[src/logic/framer_cfg.svh]
// Constants of the code word framer: timing, frame layout and register map.
`ifndef FRAMER_CFG_SVH
`define FRAMER_CFG_SVH
`define CLK_MHZ 250
`define ELEM_US_ALL 400
`define ELEM_US_HALF 200
`define ELEM_US_QUARTER 100
`define ELEM_CYC_ALL (`ELEM_US_ALL * `CLK_MHZ)
`define ELEM_CYC_HALF (`ELEM_US_HALF * `CLK_MHZ)
`define ELEM_CYC_QUARTER (`ELEM_US_QUARTER * `CLK_MHZ)
`define TX_DELAY_MS 15
`define TX_DELAY_CYC (`TX_DELAY_MS * 1000 * `CLK_MHZ)
`define SHUTOFF_S 25
`define SHUTOFF_CYC (64'(`SHUTOFF_S) * 1000000 * `CLK_MHZ)
`define PREAMBLE_ELEMS 23
`define HEADER_ELEMS 10
`define GUARD_ELEMS 39
`define ELEMS_PER_BIT 3
`define WORD_BITS 66
`define HOP_LSB 0
`define SERIAL_LSB 32
`define BUTTON_LSB 60
`define VLOW_BIT 64
`define REPEAT_BIT 65
`define REG_CTRL 12'h000
`define REG_HOP 12'h004
`define REG_SERIAL 12'h008
`define REG_STATUS 12'h00C
`define REG_COUNT 12'h010
`define CTRL_RESET 32'h0000_0001
`endif

[src/logic/framer_pkg.sv]
// Types shared by the code word framer modules.
package framer_pkg;
    typedef enum logic [1:0] {
        RATE_ALL = 2'h0,
        RATE_HALF = 2'h1,
        RATE_QUARTER = 2'h2
    } rate_t;
    typedef enum logic [5:0] {
        ST_IDLE = 6'b00_0001,
        ST_DELAY = 6'b00_0010,
        ST_PREAMBLE = 6'b00_0100,
        ST_HEADER = 6'b00_1000,
        ST_DATA = 6'b01_0000,
        ST_GUARD = 6'b10_0000
    } state_t;
endpackage

[src/logic/word_if.sv]
// Handshake carrying one 66-bit code word into the serialiser.
`timescale 1ns/1ns
interface word_if;
    logic valid;
    logic ready;
    logic [65:0] data;
    modport src (output valid, output data, input ready);
    modport dst (input valid, input data, output ready);
endinterface

[src/logic/word_buffer.sv]
// Two-entry buffer holding code words between the assembler and the serialiser.
`timescale 1ns/1ns
module word_buffer (
    input wire logic clk, // Clock.
    input wire logic rstn, // Asynchronous reset, active low.
    word_if.dst in_w, // Words entering.
    word_if.src out_w // Words leaving.
);
    logic [65:0] mem [2];
    logic wr_ptr;
    logic rd_ptr;
    logic [1:0] count;

    // Ready and valid follow the fill level.
    assign in_w.ready = (count != 2'h2);
    assign out_w.valid = (count != 2'h0);
    assign out_w.data = mem[rd_ptr];

    // Write side stores a word on a handshake.
    always_ff @(posedge clk or negedge rstn) begin
        if (!rstn) begin
            wr_ptr <= 1'b0;
        end else if (in_w.valid && in_w.ready) begin
            mem[wr_ptr] <= in_w.data;
            wr_ptr <= ~wr_ptr;
        end
    end

    // Read side advances on a handshake.
    always_ff @(posedge clk or negedge rstn) begin
        if (!rstn) begin
            rd_ptr <= 1'b0;
        end else if (out_w.valid && out_w.ready) begin
            rd_ptr <= ~rd_ptr;
        end
    end

    // Fill level tracks both sides.
    always_ff @(posedge clk or negedge rstn) begin
        if (!rstn) begin
            count <= 2'h0;
        end else begin
            count <= count + 2'((in_w.valid && in_w.ready) ? 1 : 0)
                - 2'((out_w.valid && out_w.ready) ? 1 : 0);
        end
    end
endmodule

[src/logic/pwm_serializer.sv]
// Serialiser that sends one buffered code word as a PWM frame.
`timescale 1ns/1ns
`include "framer_cfg.svh"
module pwm_serializer (
    input wire logic clk, // Clock.
    input wire logic rstn, // Asynchronous reset, active low.
    input wire framer_pkg::rate_t rate, // Element rate selection.
    word_if.dst in_w, // Word to send.
    output logic pwm_out, // PWM data level.
    output logic busy, // Frame in progress.
    output logic frame_done // One-cycle pulse at frame end.
);
    import framer_pkg::*;
    state_t state;
    logic [17:0] elem_cnt;
    logic [6:0] phase;
    logic [6:0] bit_idx;
    logic [1:0] sub;
    logic [65:0] word;
    logic elem_tick;

    // Cycles in one element for the selected rate.
    function automatic logic [17:0] elem_len(input rate_t r);
        case (r)
            RATE_HALF: elem_len = 18'(`ELEM_CYC_HALF);
            RATE_QUARTER: elem_len = 18'(`ELEM_CYC_QUARTER);
            default: elem_len = 18'(`ELEM_CYC_ALL);
        endcase
    endfunction

    assign elem_tick = (elem_cnt == elem_len(rate) - 18'h0_0001);
    assign in_w.ready = (state == ST_IDLE);

    // Element timer runs while a frame is on the air.
    always_ff @(posedge clk or negedge rstn) begin
        if (!rstn) begin
            elem_cnt <= 18'h0_0000;
        end else if (state == ST_IDLE || elem_tick) begin
            elem_cnt <= 18'h0_0000;
        end else begin
            elem_cnt <= elem_cnt + 18'h0_0001;
        end
    end

    // Frame sequence: preamble, header, data, guard. [RL1] [RL14]
    always_ff @(posedge clk or negedge rstn) begin
        if (!rstn) begin
            state <= ST_IDLE;
            phase <= 7'h00;
            bit_idx <= 7'h00;
            sub <= 2'h0;
            word <= '0;
            frame_done <= 1'b0;
        end else begin
            frame_done <= 1'b0;
            case (state)
                ST_IDLE: begin
                    if (in_w.valid) begin
                        word <= in_w.data;
                        phase <= 7'h00;
                        state <= ST_PREAMBLE;
                    end
                end
                ST_PREAMBLE: begin
                    if (elem_tick) begin
                        phase <= phase + 7'h01;
                        if (phase == 7'(`PREAMBLE_ELEMS - 1)) begin // [RL14]
                            phase <= 7'h00;
                            state <= ST_HEADER;
                        end
                    end
                end
                ST_HEADER: begin
                    if (elem_tick) begin
                        phase <= phase + 7'h01;
                        if (phase == 7'(`HEADER_ELEMS - 1)) begin // [RL14]
                            bit_idx <= 7'h00;
                            sub <= 2'h0;
                            state <= ST_DATA;
                        end
                    end
                end
                ST_DATA: begin
                    if (elem_tick) begin
                        sub <= sub + 2'h1;
                        if (sub == 2'(`ELEMS_PER_BIT - 1)) begin // [RL5]
                            sub <= 2'h0;
                            bit_idx <= bit_idx + 7'h01;
                            if (bit_idx == 7'(`WORD_BITS - 1)) begin
                                phase <= 7'h00;
                                state <= ST_GUARD;
                            end
                        end
                    end
                end
                ST_GUARD: begin
                    if (elem_tick) begin
                        phase <= phase + 7'h01;
                        if (phase == 7'(`GUARD_ELEMS - 1)) begin // [RL14]
                            frame_done <= 1'b1;
                            state <= ST_IDLE;
                        end
                    end
                end
                default: state <= ST_IDLE;
            endcase
        end
    end

    // Line level: preamble alternates, bits sent LSB first. [RL13] [RL2] [RL3]
    always_ff @(posedge clk or negedge rstn) begin
        if (!rstn) begin
            pwm_out <= 1'b0;
            busy <= 1'b0;
        end else begin
            busy <= (state != ST_IDLE);
            case (state)
                ST_PREAMBLE: pwm_out <= ~phase[0];
                ST_DATA: pwm_out <= (sub == 2'h0) || (sub == 2'h1 && !word[bit_idx]); // [RL13]
                default: pwm_out <= 1'b0;
            endcase
        end
    end
endmodule

[src/logic/code_word_pwm_framer.sv]
// Top of the code word framer: APB registers, button logic and word assembly.
// How it works
// [RL1] Frame is preamble, header, hopping, fixed, guard.
// [RL2] Hopping code bits 0-31, LSB first.
// [RL3] Serial number bits 32-59, LSB first.
// [RL4] Buttons 3,0,1,2 then low battery, repeat.
// [RL5] Hopping code takes ninety-six elements.
// [RL6] Element 400, 200 or 100 microseconds.
// [RL7] Transmit starts 10 to 25 ms after press.
// [RL8] Extra button in delay joins the combination.
// [RL9] Auto-shutoff stops held transmission after timeout.
// [RL10] Repeat flag zero first, one afterwards.
// [RL11] Low battery flag set when supply low.
// [RL12] Auto-shutoff enabled by its configuration bit.
// [RL13] One: high one, low two; zero: high two, low one.
// [RL14] Preamble 23, header 10, guard 39 elements.
`timescale 1ns/1ns
`include "framer_cfg.svh"
module code_word_pwm_framer #(
    parameter logic [63:0] TX_DELAY = 64'(`TX_DELAY_CYC), // Transmit delay in cycles.
    parameter logic [63:0] SHUTOFF = `SHUTOFF_CYC // Auto-shutoff timeout in cycles.
) (
    input wire logic clk, // Clock, 250 MHz.
    input wire logic rstn, // Asynchronous reset, active low.
    input wire logic psel, // APB select.
    input wire logic penable, // APB enable.
    input wire logic pwrite, // APB write.
    input wire logic [11:0] paddr, // APB byte address.
    input wire logic [31:0] pwdata, // APB write data.
    output logic [31:0] prdata, // APB read data.
    output logic pready, // APB ready.
    output logic pslverr, // APB error.
    input wire logic button_in_0, // Button input 0.
    input wire logic button_in_1, // Button input 1.
    input wire logic button_in_2, // Button input 2.
    input wire logic button_in_3, // Button input 3.
    input wire logic supply_low, // Supply below trip point.
    output logic pwm_data, // PWM data to the RF stage.
    output logic transmitting // Frame on the air.
);
    import framer_pkg::*;
    word_if asm_w();
    word_if ser_w();
    state_t tx_state;
    logic [31:0] ctrl;
    logic [31:0] hop_code;
    logic [27:0] serial;
    logic [31:0] word_count;
    logic [63:0] delay_cnt;
    logic [63:0] hold_cnt;
    logic [3:0] buttons;
    logic [3:0] latched;
    logic repeat_flag;
    logic shut;
    logic pwm_raw;
    logic busy_raw;
    logic frame_done;
    logic any_button;
    logic apb_go;
    logic addr_ok;
    rate_t rate;

    assign buttons = {button_in_3, button_in_2, button_in_1, button_in_0};
    assign any_button = |buttons;
    assign rate = rate_t'(ctrl[2:1]); // [RL6]
    assign apb_go = psel && penable;

    // Decodes whether an address belongs to the register map.
    function automatic logic addr_hit(input logic [11:0] a);
        addr_hit = (a == `REG_CTRL) || (a == `REG_HOP) || (a == `REG_SERIAL)
            || (a == `REG_STATUS) || (a == `REG_COUNT);
    endfunction

    assign addr_ok = addr_hit(paddr);

    // APB answers every access in its first access cycle.
    always_ff @(posedge clk or negedge rstn) begin
        if (!rstn) begin
            pready <= 1'b0;
            pslverr <= 1'b0;
        end else begin
            pready <= psel && !penable;
            pslverr <= psel && !penable && !addr_ok;
        end
    end

    // Register writes land on the access edge.
    always_ff @(posedge clk or negedge rstn) begin
        if (!rstn) begin
            ctrl <= `CTRL_RESET;
            hop_code <= 32'h0000_0000;
            serial <= 28'h000_0000;
        end else if (apb_go && pready && pwrite) begin
            case (paddr)
                `REG_CTRL: ctrl <= {29'h0000_0000, pwdata[2:0]};
                `REG_HOP: hop_code <= pwdata;
                `REG_SERIAL: serial <= pwdata[27:0];
                default: ;
            endcase
        end
    end

    // Read data is prepared in the setup cycle.
    always_ff @(posedge clk or negedge rstn) begin
        if (!rstn) begin
            prdata <= 32'h0000_0000;
        end else if (psel && !penable) begin
            case (paddr)
                `REG_CTRL: prdata <= ctrl;
                `REG_HOP: prdata <= hop_code;
                `REG_SERIAL: prdata <= {4'h0, serial};
                `REG_STATUS: prdata <= {24'h00_0000, tx_state == ST_IDLE ? 1'b0 : 1'b1,
                    shut, repeat_flag, latched, busy_raw};
                `REG_COUNT: prdata <= word_count;
                default: prdata <= 32'h0000_0000;
            endcase
        end
    end

    // Press handling: delay, combination capture, repeats, auto-shutoff.
    always_ff @(posedge clk or negedge rstn) begin
        if (!rstn) begin
            tx_state <= ST_IDLE;
            delay_cnt <= 64'h0;
            latched <= 4'h0;
            repeat_flag <= 1'b0;
            asm_w.valid <= 1'b0;
            asm_w.data <= '0;
        end else begin
            if (asm_w.valid && asm_w.ready) begin
                asm_w.valid <= 1'b0;
                repeat_flag <= 1'b1; // [RL10]
            end
            case (tx_state)
                ST_IDLE: begin
                    repeat_flag <= 1'b0; // [RL10]
                    if (any_button && !shut) begin
                        latched <= buttons;
                        delay_cnt <= 64'h0;
                        tx_state <= ST_DELAY;
                    end
                end
                ST_DELAY: begin
                    latched <= latched | buttons; // [RL8]
                    delay_cnt <= delay_cnt + 64'h1;
                    if (delay_cnt == TX_DELAY - 64'h1) begin // [RL7]
                        tx_state <= ST_DATA;
                    end
                end
                ST_DATA: begin
                    // A press released during the delay still sends its first word. [RL7]
                    if ((!any_button && repeat_flag) || shut) begin // [RL9]
                        if (!asm_w.valid && !busy_raw) begin
                            tx_state <= ST_IDLE;
                        end
                    end else if (!asm_w.valid && !busy_raw) begin
                        latched <= latched | buttons; // [RL8]
                        asm_w.valid <= 1'b1;
                        // Word layout, LSB first on the line. [RL2] [RL3] [RL4] [RL11]
                        asm_w.data <= {repeat_flag, supply_low, latched[2], latched[1],
                            latched[0], latched[3], serial, hop_code};
                    end
                end
                default: tx_state <= ST_IDLE;
            endcase
        end
    end

    // Hold timer for auto-shutoff while buttons stay pressed. [RL9] [RL12]
    always_ff @(posedge clk or negedge rstn) begin
        if (!rstn) begin
            hold_cnt <= 64'h0;
            shut <= 1'b0;
        end else if (!any_button) begin
            hold_cnt <= 64'h0;
            shut <= 1'b0;
        end else if (ctrl[0] && hold_cnt == SHUTOFF - 64'h1) begin // [RL12]
            shut <= 1'b1;
        end else begin
            hold_cnt <= hold_cnt + 64'h1;
        end
    end

    // Counts completed frames for software.
    always_ff @(posedge clk or negedge rstn) begin
        if (!rstn) begin
            word_count <= 32'h0000_0000;
        end else if (frame_done) begin
            word_count <= word_count + 32'h0000_0001;
        end
    end

    // Line outputs registered once more at the top.
    always_ff @(posedge clk or negedge rstn) begin
        if (!rstn) begin
            pwm_data <= 1'b0;
            transmitting <= 1'b0;
        end else begin
            pwm_data <= pwm_raw;
            transmitting <= busy_raw;
        end
    end

    word_buffer u_buf (
        .clk(clk),
        .rstn(rstn),
        .in_w(asm_w),
        .out_w(ser_w)
    );

    pwm_serializer u_ser (
        .clk(clk),
        .rstn(rstn),
        .rate(rate),
        .in_w(ser_w),
        .pwm_out(pwm_raw),
        .busy(busy_raw),
        .frame_done(frame_done)
    );
endmodule

[config.mk]
export PLATFORM = sky130hd
export DESIGN_NAME = code_word_pwm_framer
export DESIGN_NICKNAME = d
export VERILOG_FILES = /design/src/logic/framer_pkg.sv /design/src/logic/word_if.sv /design/src/logic/word_buffer.sv /design/src/logic/pwm_serializer.sv /design/src/logic/code_word_pwm_framer.sv
export VERILOG_INCLUDE_DIRS = /design/src /design/src/logic
export SDC_FILE = /design/constraint.sdc
export NUM_CORES = 1
export LEC_CHECK = 0
export BUFFER_PORTS_ARGS = -buffer_cell sky130_fd_sc_hd__buf_2
export CAP_MARGIN = 20
export CORE_MARGIN = 5
export CORE_UTILIZATION = 55
export DETAILED_ROUTE_END_ITERATION = 6
export PLACE_DENSITY = 0.73
export SLEW_MARGIN = 10
export SYNTH_ARGS = -nofsm -noshare
export SYNTH_HDL_FRONTEND = slang
export SYNTH_SLANG_ARGS = --single-unit
[constraint.sdc]
create_clock -name clk -period 7.7 [get_ports clk]
set_input_delay 1.54 -clock clk [delete_from_list [all_inputs] [get_ports clk]]
set_output_delay 1.54 -clock clk [all_outputs]
set_load 0.05 [all_outputs]
* Word level (Yosys, flattened, before mapping) *
Memories as Yosys holds them, arrays and structs flattened. A register that Yosys moved wholly into a read port is not among the register bits.
Index checks and enable logic that the tools add are counted.
W data, S select, Z words.

storage, ports and cells
  flip-flop bits (word level) = 385
  bits in writable memories = 132
  word-level logic and storage cells = 202
  memories = 1

cells by class
  add/sub/neg operators = 10
  $lt $le $gt $ge = 1
  equality and inequality tests = 43
  mux-type cells = 64
  bitwise operators = 5
  reduce and logical (&&, ||, !) cells = 50

memories
  memory     words  width  read ports  clocked after Yosys merged registers in  write ports  line              source
  u_buf.mem  2      66     1           1                                        1            word_buffer.sv:9  logic [65:0] mem [2];

operator list
  cell                     count
  $mux W64                 3
  $pmux W32 S5             1
  $add A64 B1 Y64 const B  2
  $pmux W64 S2             1
  $mux W6                  14
  $mux W7                  11
  $eq A64 B22 Y1 const B   1
  $eq A64 B33 Y1 const B   1
  $pmux W17 S2             1
  $add A32 B1 Y32 const B  1
  $pmux W6 S5              1
  $pmux W7 S4              1
  $ne A2 B1 Y1 const B     13
  $eq A12 B4 Y1 const B    2
  $add A18 B1 Y18 const B  1
  $eq A18 B18 Y1           1
  $mux W18                 1
  $pmux W6 S3              1
  $sub A17 B1 Y18 const B  1
  $mux W1                  17
  $add A7 B1 Y7 const B    2
  $pmux W7 S2              1
  $logic_and A1 B1 Y1      13
  $eq A12 B3 Y1 const B    1
  42 further kinds         81

* Longest topological paths before layout *
Gate-level depths: netlist (run 1).

  word-level depth = 7
  mapped depth = 11

* By module *
A second synthesis (run 1) with hierarchy kept.

unflattened totals
  cell total of the unflattened synthesis = 2030
  area total of the unflattened synthesis = 25768.5 µm²

by module, submodules not included
  module                times used  cells an instance  area an instance (µm²)  seq. area each (µm²)
  code_word_pwm_framer  1           1354               15222.1                 8385.5
  pwm_serializer        1           454                5467.7                  2703.8
  word_buffer           1           222                5078.6                  4063.9

* Worst setup path before layout (run 1) *
No wires, ideal clock.

  kind = input to register
  start = input rstn
  end = memory u_buf.mem[0][0] (enable)
  setup time = 490 ps
  data arrival time = 4350 ps
  data required time = 7210 ps
  path slack = 2860 ps
  cell stages on the path = 2
  path buffers = 0
  cell sequence = nand2_1 > nor2_1

on the way
  longest elaborated chain between the ends = 2

RTL lines
  what                                       line                        source
  from (decl)                                code_word_pwm_framer.sv:24  input wire logic rstn,
  $logic_and A1 B1 Y1 (implied by the code)  word_buffer.sv:24           mem[wr_ptr] <= in_w.data;
  $mux W1 (implied by the code)              word_buffer.sv:24
  to (decl)                                  word_buffer.sv:9

Every way passes these cells.

* Final worst setup path (run 1) *
  start = input paddr[7]
  end = register hop_code[30]

on the way
  longest elaborated chain between the ends = 2

RTL lines
  what                                line                        source
  from (decl)                         code_word_pwm_framer.sv:28  input wire logic [11:0] paddr,
  $eq A12 B3 Y1                       code_word_pwm_framer.sv:94  case (paddr)
  $reduce_and A2 Y1 (no source line)  -
  to (signal assigned)                code_word_pwm_framer.sv:96  `REG_HOP: hop_code <= pwdata;
  to (decl)                           code_word_pwm_framer.sv:46  logic [31:0] hop_code;

Every way passes these cells.
A chain may end at the register's enable or synchronous reset.

==> results of run 1 <==
-- through the flow --
step / instance area, um2 / std cells / total power, W
6_report: 28120 / 2822 / 0.006383
5_1_grt: 28120 / 2822 / 0.006609
4_1_cts: 28110 / 2821 / 0.006429
3_5_place_dp: 26130 / 2714 / 0.003534
3_3_place_gp: 26130 / 2714 / 0.003523
2_1_floorplan: 25080 / 2101 / 0.003418
-- per-layer routing --
metal,track usage (%),vias up
li1,-,7855
met1,32.12,8573
met2,36.41,468
met3,3.892,81
met4,4.743,0
met5,0,-
-- final cells by class --
type | count | area [um2] | share of cell area (%)
Sequential cell | 579 | 15160 | 53.90
Multi-Input combinational cell | 1386 | 9448 | 33.59
Clock buffer | 65 | 1529 | 5.437
Tap cell | 600 | 750.7 | 2.669
Timing Repair Buffer | 112 | 644.4 | 2.291
Clock inverter | 42 | 451.7 | 1.606
Inverter | 38 | 142.6 | 0.5072
-- worst max-delay path: stages --
cell	delay [ps]
buf_2	90
nor4_1	250
nand3_1	270
nor4b_4	270
buf_4	390
nor2b_4	940
mux2_2	420
-- cells by family after synthesis --
logic type | Yosys count | share of synthesized area, %
buffers and inverters | 136 | 2.105
AND/OR/NAND/NOR | 699 | 13.99
XOR/XNOR | 103 | 3.596
flip-flops | 579 | 60.41
adder cells (fa/ha/maj) | 15 | 0.7482
AO/OA/AOI/OAI | 321 | 7.946
multiplexers | 248 | 11.20
-- layout by cell type (no fill, tap or decap), types with 38 or more instances in the layout --
master	n
dfrtp_1	443
o21ai_0	98
nor4_1	46
a21oi_1	100
nand4_1	43
mux2i_1	103
inv_1	38
buf_2	88
nor2_1	191
clkbuf_16	59
edfxtp_1	132
xnor2_1	66
mux2_2	131
nand3_1	90
nand2_1	147
-- path summary, 6_finish.rpt --
| path | from | endpoint | slack [ps] |
|---|---|---|---|
| worst max-delay path | paddr[7] | hop_code[30]$_DFFE_PN0P_ | 3970 |
| worst min-delay path | u_ser.pwm_out$_DFF_PN0_ | pwm_data$_DFF_PN0_ | 410 |
| worst min register to register | u_ser.pwm_out$_DFF_PN0_ | pwm_data$_DFF_PN0_ | 410 |
| min in group asynchronous | rstn | u_ser.word[16]$_DFFE_PN0P_ | 890 |
| max in group asynchronous | rstn | delay_cnt[40]$_DFFE_PN0P_ | 4610 |
| worst max register to register | u_ser.state[2]$_DFFE_PN0P_ | u_ser.word[3]$_DFFE_PN0P_ | 4440 |
-- flip-flops by register name (all words and copies together) (netlist names), 2 cells and up --
name / flops
asm_w.data: 66
ctrl: 3
delay_cnt: 64
hold_cnt: 64
hop_code: 32
latched: 4
prdata: 32
serial: 28
tx_state: 3
u_buf.count: 2
u_buf.mem: 132
u_ser.bit_idx: 7
u_ser.elem_cnt: 18
u_ser.phase: 7
u_ser.state: 5
u_ser.sub: 2
u_ser.word: 66
word_count: 32
-- power breakdown --
group / internal, W / total (W) / switching, W
clock: 0.00170 / 0.00291 / 0.00120
combinational: 0.0000734 / 0.000207 / 0.000134
sequential: 0.00319 / 0.00327 / 0.0000827
==> metrics.yaml, run 1 <==
run_status:
  outcome: "finished, final reports clean"
critical_path:
  startpoint_type: "input port"
  worst-setup-path-type: "in -> reg"
  ff2ff_path_depth: 6
  critical_path_arrival_ps: 4210
  cp.required_ps: 8180
  critPathMaxFanout: 33
  cp-end-kind: "flop"
die:
  die_y_um: 223.6
  start_util_pct: 55.39
  core_area_mm2: 0.04528
  io_pins: 90
  rows: 78
  die-area_mm2: 0.04998
  die_width_um: 223.6
detailed_routing:
  drt_pass1_iterations: 6
  highest_layer: "met4"
  drt_iter0_drc: 1371
  wl_met1_um: 24640
  via_count: 16980
  viasPerCell: 6.016
  wl_per_cell_um: 19.70
  wirelength_um: 55610
  ant_nets: 0
  wl_met2_um: 26910
  wl_met3_um: 3076
  drc: 0
cells_and_area:
  syn_to_final_growth_pct: 12.12
  diodes: 0
  nFillCells: 3464
  fin_nets: 2243
  layout-drive-gt1-share_pct: 17.33
  utilization_pct: 62.10
synth:
  netlist.area_leader.share_pct: 44.29
  async_flop_share_pct: 77.20
  yosysSeqAreaShare_pct: 60.41
  ys.warnings.count: 0
  synth_cells: 2101
  syn_avg_cell_area_um2: 11.94
  synth_top_area_cell: "dfrtp_1"
  yosysMostFrequentCell: "dfrtp_1"
  synth_area_leaders: "dfrtp_1 44%, edfxtp_1 16%, mux2_2 5.9%"
  ys_ff_latch: 579
  synth_flop_cell: "dfrtp_1"
  syn_area_mm2: 0.02508
  synth-edff-count: 132
  ys_top_cells_by_count: "444 x dfrtp_1, 193 x nor2_1, 147 x nand2_1"
  synth_fp_nets: 2170
  yosysUniqueCellTypes: 70
flow_run:
  drv_cap: 0
global_routing:
  grt_max_degree: 184
  grt_pass1_wl_um: 91370
  grt_overflow: 0
  antenna_found_initial: 0
  grt_pass1_vias: 16900
  grtUsageTotal_pct: 22.33
cts:
  insertion_delay_ps: 610
  cts_hold_buf: 0
  ctsRootBufferMaster: "clkbuf_16"
  cts_resized: 0
  clk_pin_slew_ps: 60
  clockBufferDepth: 3
  cts_tree: "done"
  cts_sinks: 579
  htreeDepth: 2
  cts_buffers: 57
  cts_setup_buffers: 0
timing:
  slew_violations: 0
  fin_crit_sh_pct: 48.49
  rsz0062_at_grt: "false"
  worst_pin_slew_ps: 1063
  clock.fmax_mhz: 267.8
  fin_skew_ps: 22.03
  setup_ws_ps: 3966
  hold-worst-slack_ps: 408.4
  hold_viol_final: 0
  setup_violations: 0
  setup_tns_ps: 0
  fin_crit_ps: 3734
  relSlewSlack_pct: 28.96
min_path:
  hp-class: "reg -> reg"
  hold_depth: 0
placement:
  io_buffers: 89
  place_ws_ps: 3350
  hpwl_um: 36330
  gp_congestion: 0.8380
pwr:
  p_per_area_mw_per_mm2: 227.0
  p_leak_nw: 12.06
  ir_worst_vdd_uv: 162.0
No activity file was read; power rests on OpenSTA's default activity.
==> run 2, diff against run 1 <==
--- a/config.mk
+++ b/config.mk
@@ -11,7 +11,7 @@
 export CORE_MARGIN = 5
 export CORE_UTILIZATION = 55
 export DETAILED_ROUTE_END_ITERATION = 6
-export PLACE_DENSITY = 0.73
+export PLACE_DENSITY = 0.76
 export SLEW_MARGIN = 10
 export SYNTH_ARGS = -nofsm -noshare
 export SYNTH_HDL_FRONTEND = slang
==> constraint.sdc (replaced) <==
create_clock -name clk -period 3.15 [get_ports clk]
set_input_delay 0.63 -clock clk [delete_from_list [all_inputs] [get_ports clk]]
set_output_delay 0.63 -clock clk [all_outputs]
set_load 0.05 [all_outputs]
==> metrics.yaml, run 2 (synthesis results as in run 1) <==
run_status:
  outcome: "finished, final reports clean"  # unchanged
placement:
  hpwl_um: 36790  # was 36330 um
  place_ws_ps: 271.5  # was 3350 ps
  gp_congestion: 0.8546  # was 0.8380
  io_buffers: 89  # unchanged
critical_path:
  critPathMaxFanout: 8  # was 33
  path_buf_inv: 1  # was 2
  cp_slowest_stage_delay_ps: 700  # was 940 ps
  cp_slowest_cell: "or4b_1"  # was nor2b_4
  cp-end-kind: "flop"  # unchanged
  r2r_start: "ctrl[1]$_DFFE_PN0P_"  # was u_ser.state[2]$_DFFE_PN0P_
  cp.required_ps: 3670  # was 8180 ps
  crit_family: "simple AND/OR/NAND/NOR gates"  # unchanged
  worst-setup-path-type: "reg -> reg"  # was in -> reg
  startpoint_type: "flop"  # was input port
  critical_path.startpoint: "ctrl[1]$_DFFE_PN0P_"  # was paddr[7]
  cp_cell_sequence: "inv_1 -> ha_1 -> or4b_4 -> a22oi_2 -> o211ai_1 -> or4b_1 -> or4_1 -> o21ai_0"  # was buf_2 -> nor4_1 -> nand3_1 -> nor4b_4 -> buf_4 -> nor2b_4 -> mux2_2
  critical_path_arrival_ps: 3420  # was 4210 ps
detailed_routing:
  drt_iter0_drc: 1540  # was 1371
  ant_nets: 0  # unchanged
  wirelength_um: 56600  # was 55610 um
  drt_pass1_iterations: 6  # unchanged
  viasPerCell: 6.048  # was 6.016
  wl_per_cell_um: 19.89  # was 19.70 um
  via_count: 17210  # was 16980
  drc: 0  # unchanged
global_routing:
  grt_max_degree: 163  # was 184
  grtUsageTotal_pct: 22.65  # was 22.33%
  grt_pass1_vias: 17190  # was 16900
  grt_overflow: 0  # unchanged
  antenna_found_initial: 0  # unchanged
  grt_pass1_wl_um: 92380  # was 91370 um
timing:
  setup_violations: 0  # unchanged
  setup_tns_ps: 0  # unchanged
  worst_pin_slew_ps: 873.5  # was 1063 ps
  fin_crit_ps: 2902
  clock.fmax_mhz: 344.6
  rsz0062_at_grt: "false"  # unchanged
  relSlewSlack_pct: 41.77  # was 28.96%
  slew_violations: 0  # unchanged
  hold_viol_final: 0  # unchanged
  setup_ws_ps: 247.7  # was 3966 ps
  fin_skew_ps: 19.43  # was 22.03 ps
  fin_crit_sh_pct: 92.14
die:
  rows: 78  # unchanged
  die-area_mm2: 0.04998  # unchanged
  core_area_mm2: 0.04528  # unchanged
  io_pins: 90  # unchanged
  start_util_pct: 55.39  # unchanged
  die_y_um: 223.6  # unchanged
  die_width_um: 223.6  # unchanged
cts:
  insertion_delay_ps: 610  # about the same
  cts_buffers: 57  # unchanged
  cts_setup_buffers: 0  # unchanged
  cts_tree: "done"  # unchanged
  clk_pin_slew_ps: 60  # about the same
  cts_resized: 0  # unchanged
  clockBufferDepth: 3  # unchanged
  ctsRootBufferMaster: "clkbuf_16"  # unchanged
  cts_sinks: 579  # unchanged
  cts_hold_buf: 1  # was 0
  htreeDepth: 2  # unchanged
pwr:
  p_per_area_mw_per_mm2: 544.7  # was 227.0 mW/mm2
  ir_worst_vdd_uv: 436.8  # was 162.0 uV
  p_leak_nw: 12.17  # was 12.06 nW
  power.total_w: 0.01543  # was 0.006383 W
cells_and_area:
  final_cell_mix: "443 x dfrtp_1, 191 x nor2_1, 147 x nand2_1"  # unchanged
  nFillCells: 3407  # was 3464
  syn_to_final_growth_pct: 12.92  # was 12.12%
  utilization_pct: 62.55  # was 62.10%
  largest_reg_flops: 132  # unchanged
  final_common_cell: "dfrtp_1"  # unchanged
  reg_top3: "u_buf.mem x132, asm_w.data x66, u_ser.word x66"  # unchanged
  largest-register: "u_buf.mem"  # unchanged
  layout-drive-gt1-share_pct: 17.46  # was 17.33%
  fin_nets: 2265  # was 2243
  diodes: 0  # unchanged
min_path:
  min_from: "pwdata[31]"  # was u_ser.pwm_out$_DFF_PN0_
  hp-class: "in -> reg"  # was reg -> reg
flow_run:
  drv_cap: 0  # unchanged
## run 2: metal layers
layer / track usage (%) / wire, um / vias up
met1: 31.37 / 24240 / 8706
met5: 0 / 0 / -
met2: 36.62 / 27420 / 515
met4: 7.451 / 1550 / 0
met3: 4.403 / 3395 / 93
li1: - / - / 7893
## run 2: area by class of cell
cell class	count	area [um2]	area share (%)
inverters	38	142.6	0.5036
clock buffers	85	1674	5.910
clock inverters	23	250.2	0.8834
repair buffers	134	903.4	3.189
flip-flops and latches	579	15160	53.51
well taps	600	750.7	2.650
multi-input cells	1386	9448	33.35
## run 2: through the flow
stage,cell area (um2),cells,hold WS [ps]
2_1_floorplan,25090,2101,331.2
3_3_place_gp,26360,2735,342.2
3_5_place_dp,26360,2735,341.8
4_1_cts,28300,2844,234.2
5_1_grt,28330,2845,254.0
6_report,28330,2845,269.4
## run 2: final timing paths
check                           cells after the start  slack (ps)                      endpoint
worst max register to register                      8         250  u_ser.bit_idx[4]$_DFFE_PN0P_
max in group asynchronous                           3        1550      u_buf.rd_ptr$_DFFE_PN0P_
worst min register to register                      0         350            pwm_data$_DFF_PN0_
worst max-delay path                                8         250  u_ser.bit_idx[4]$_DFFE_PN0P_
worst min-delay path                                2         270      hop_code[31]$_DFFE_PN0P_
min in group asynchronous                           2         440    u_ser.phase[3]$_DFFE_PN0P_
## run 2: power by group
group,switching (W),internal (W),total (W)
logic,0.000335,0.000186,0.000521
clock network,0.00283,0.00408,0.00691
registers,0.000204,0.00779,0.00800
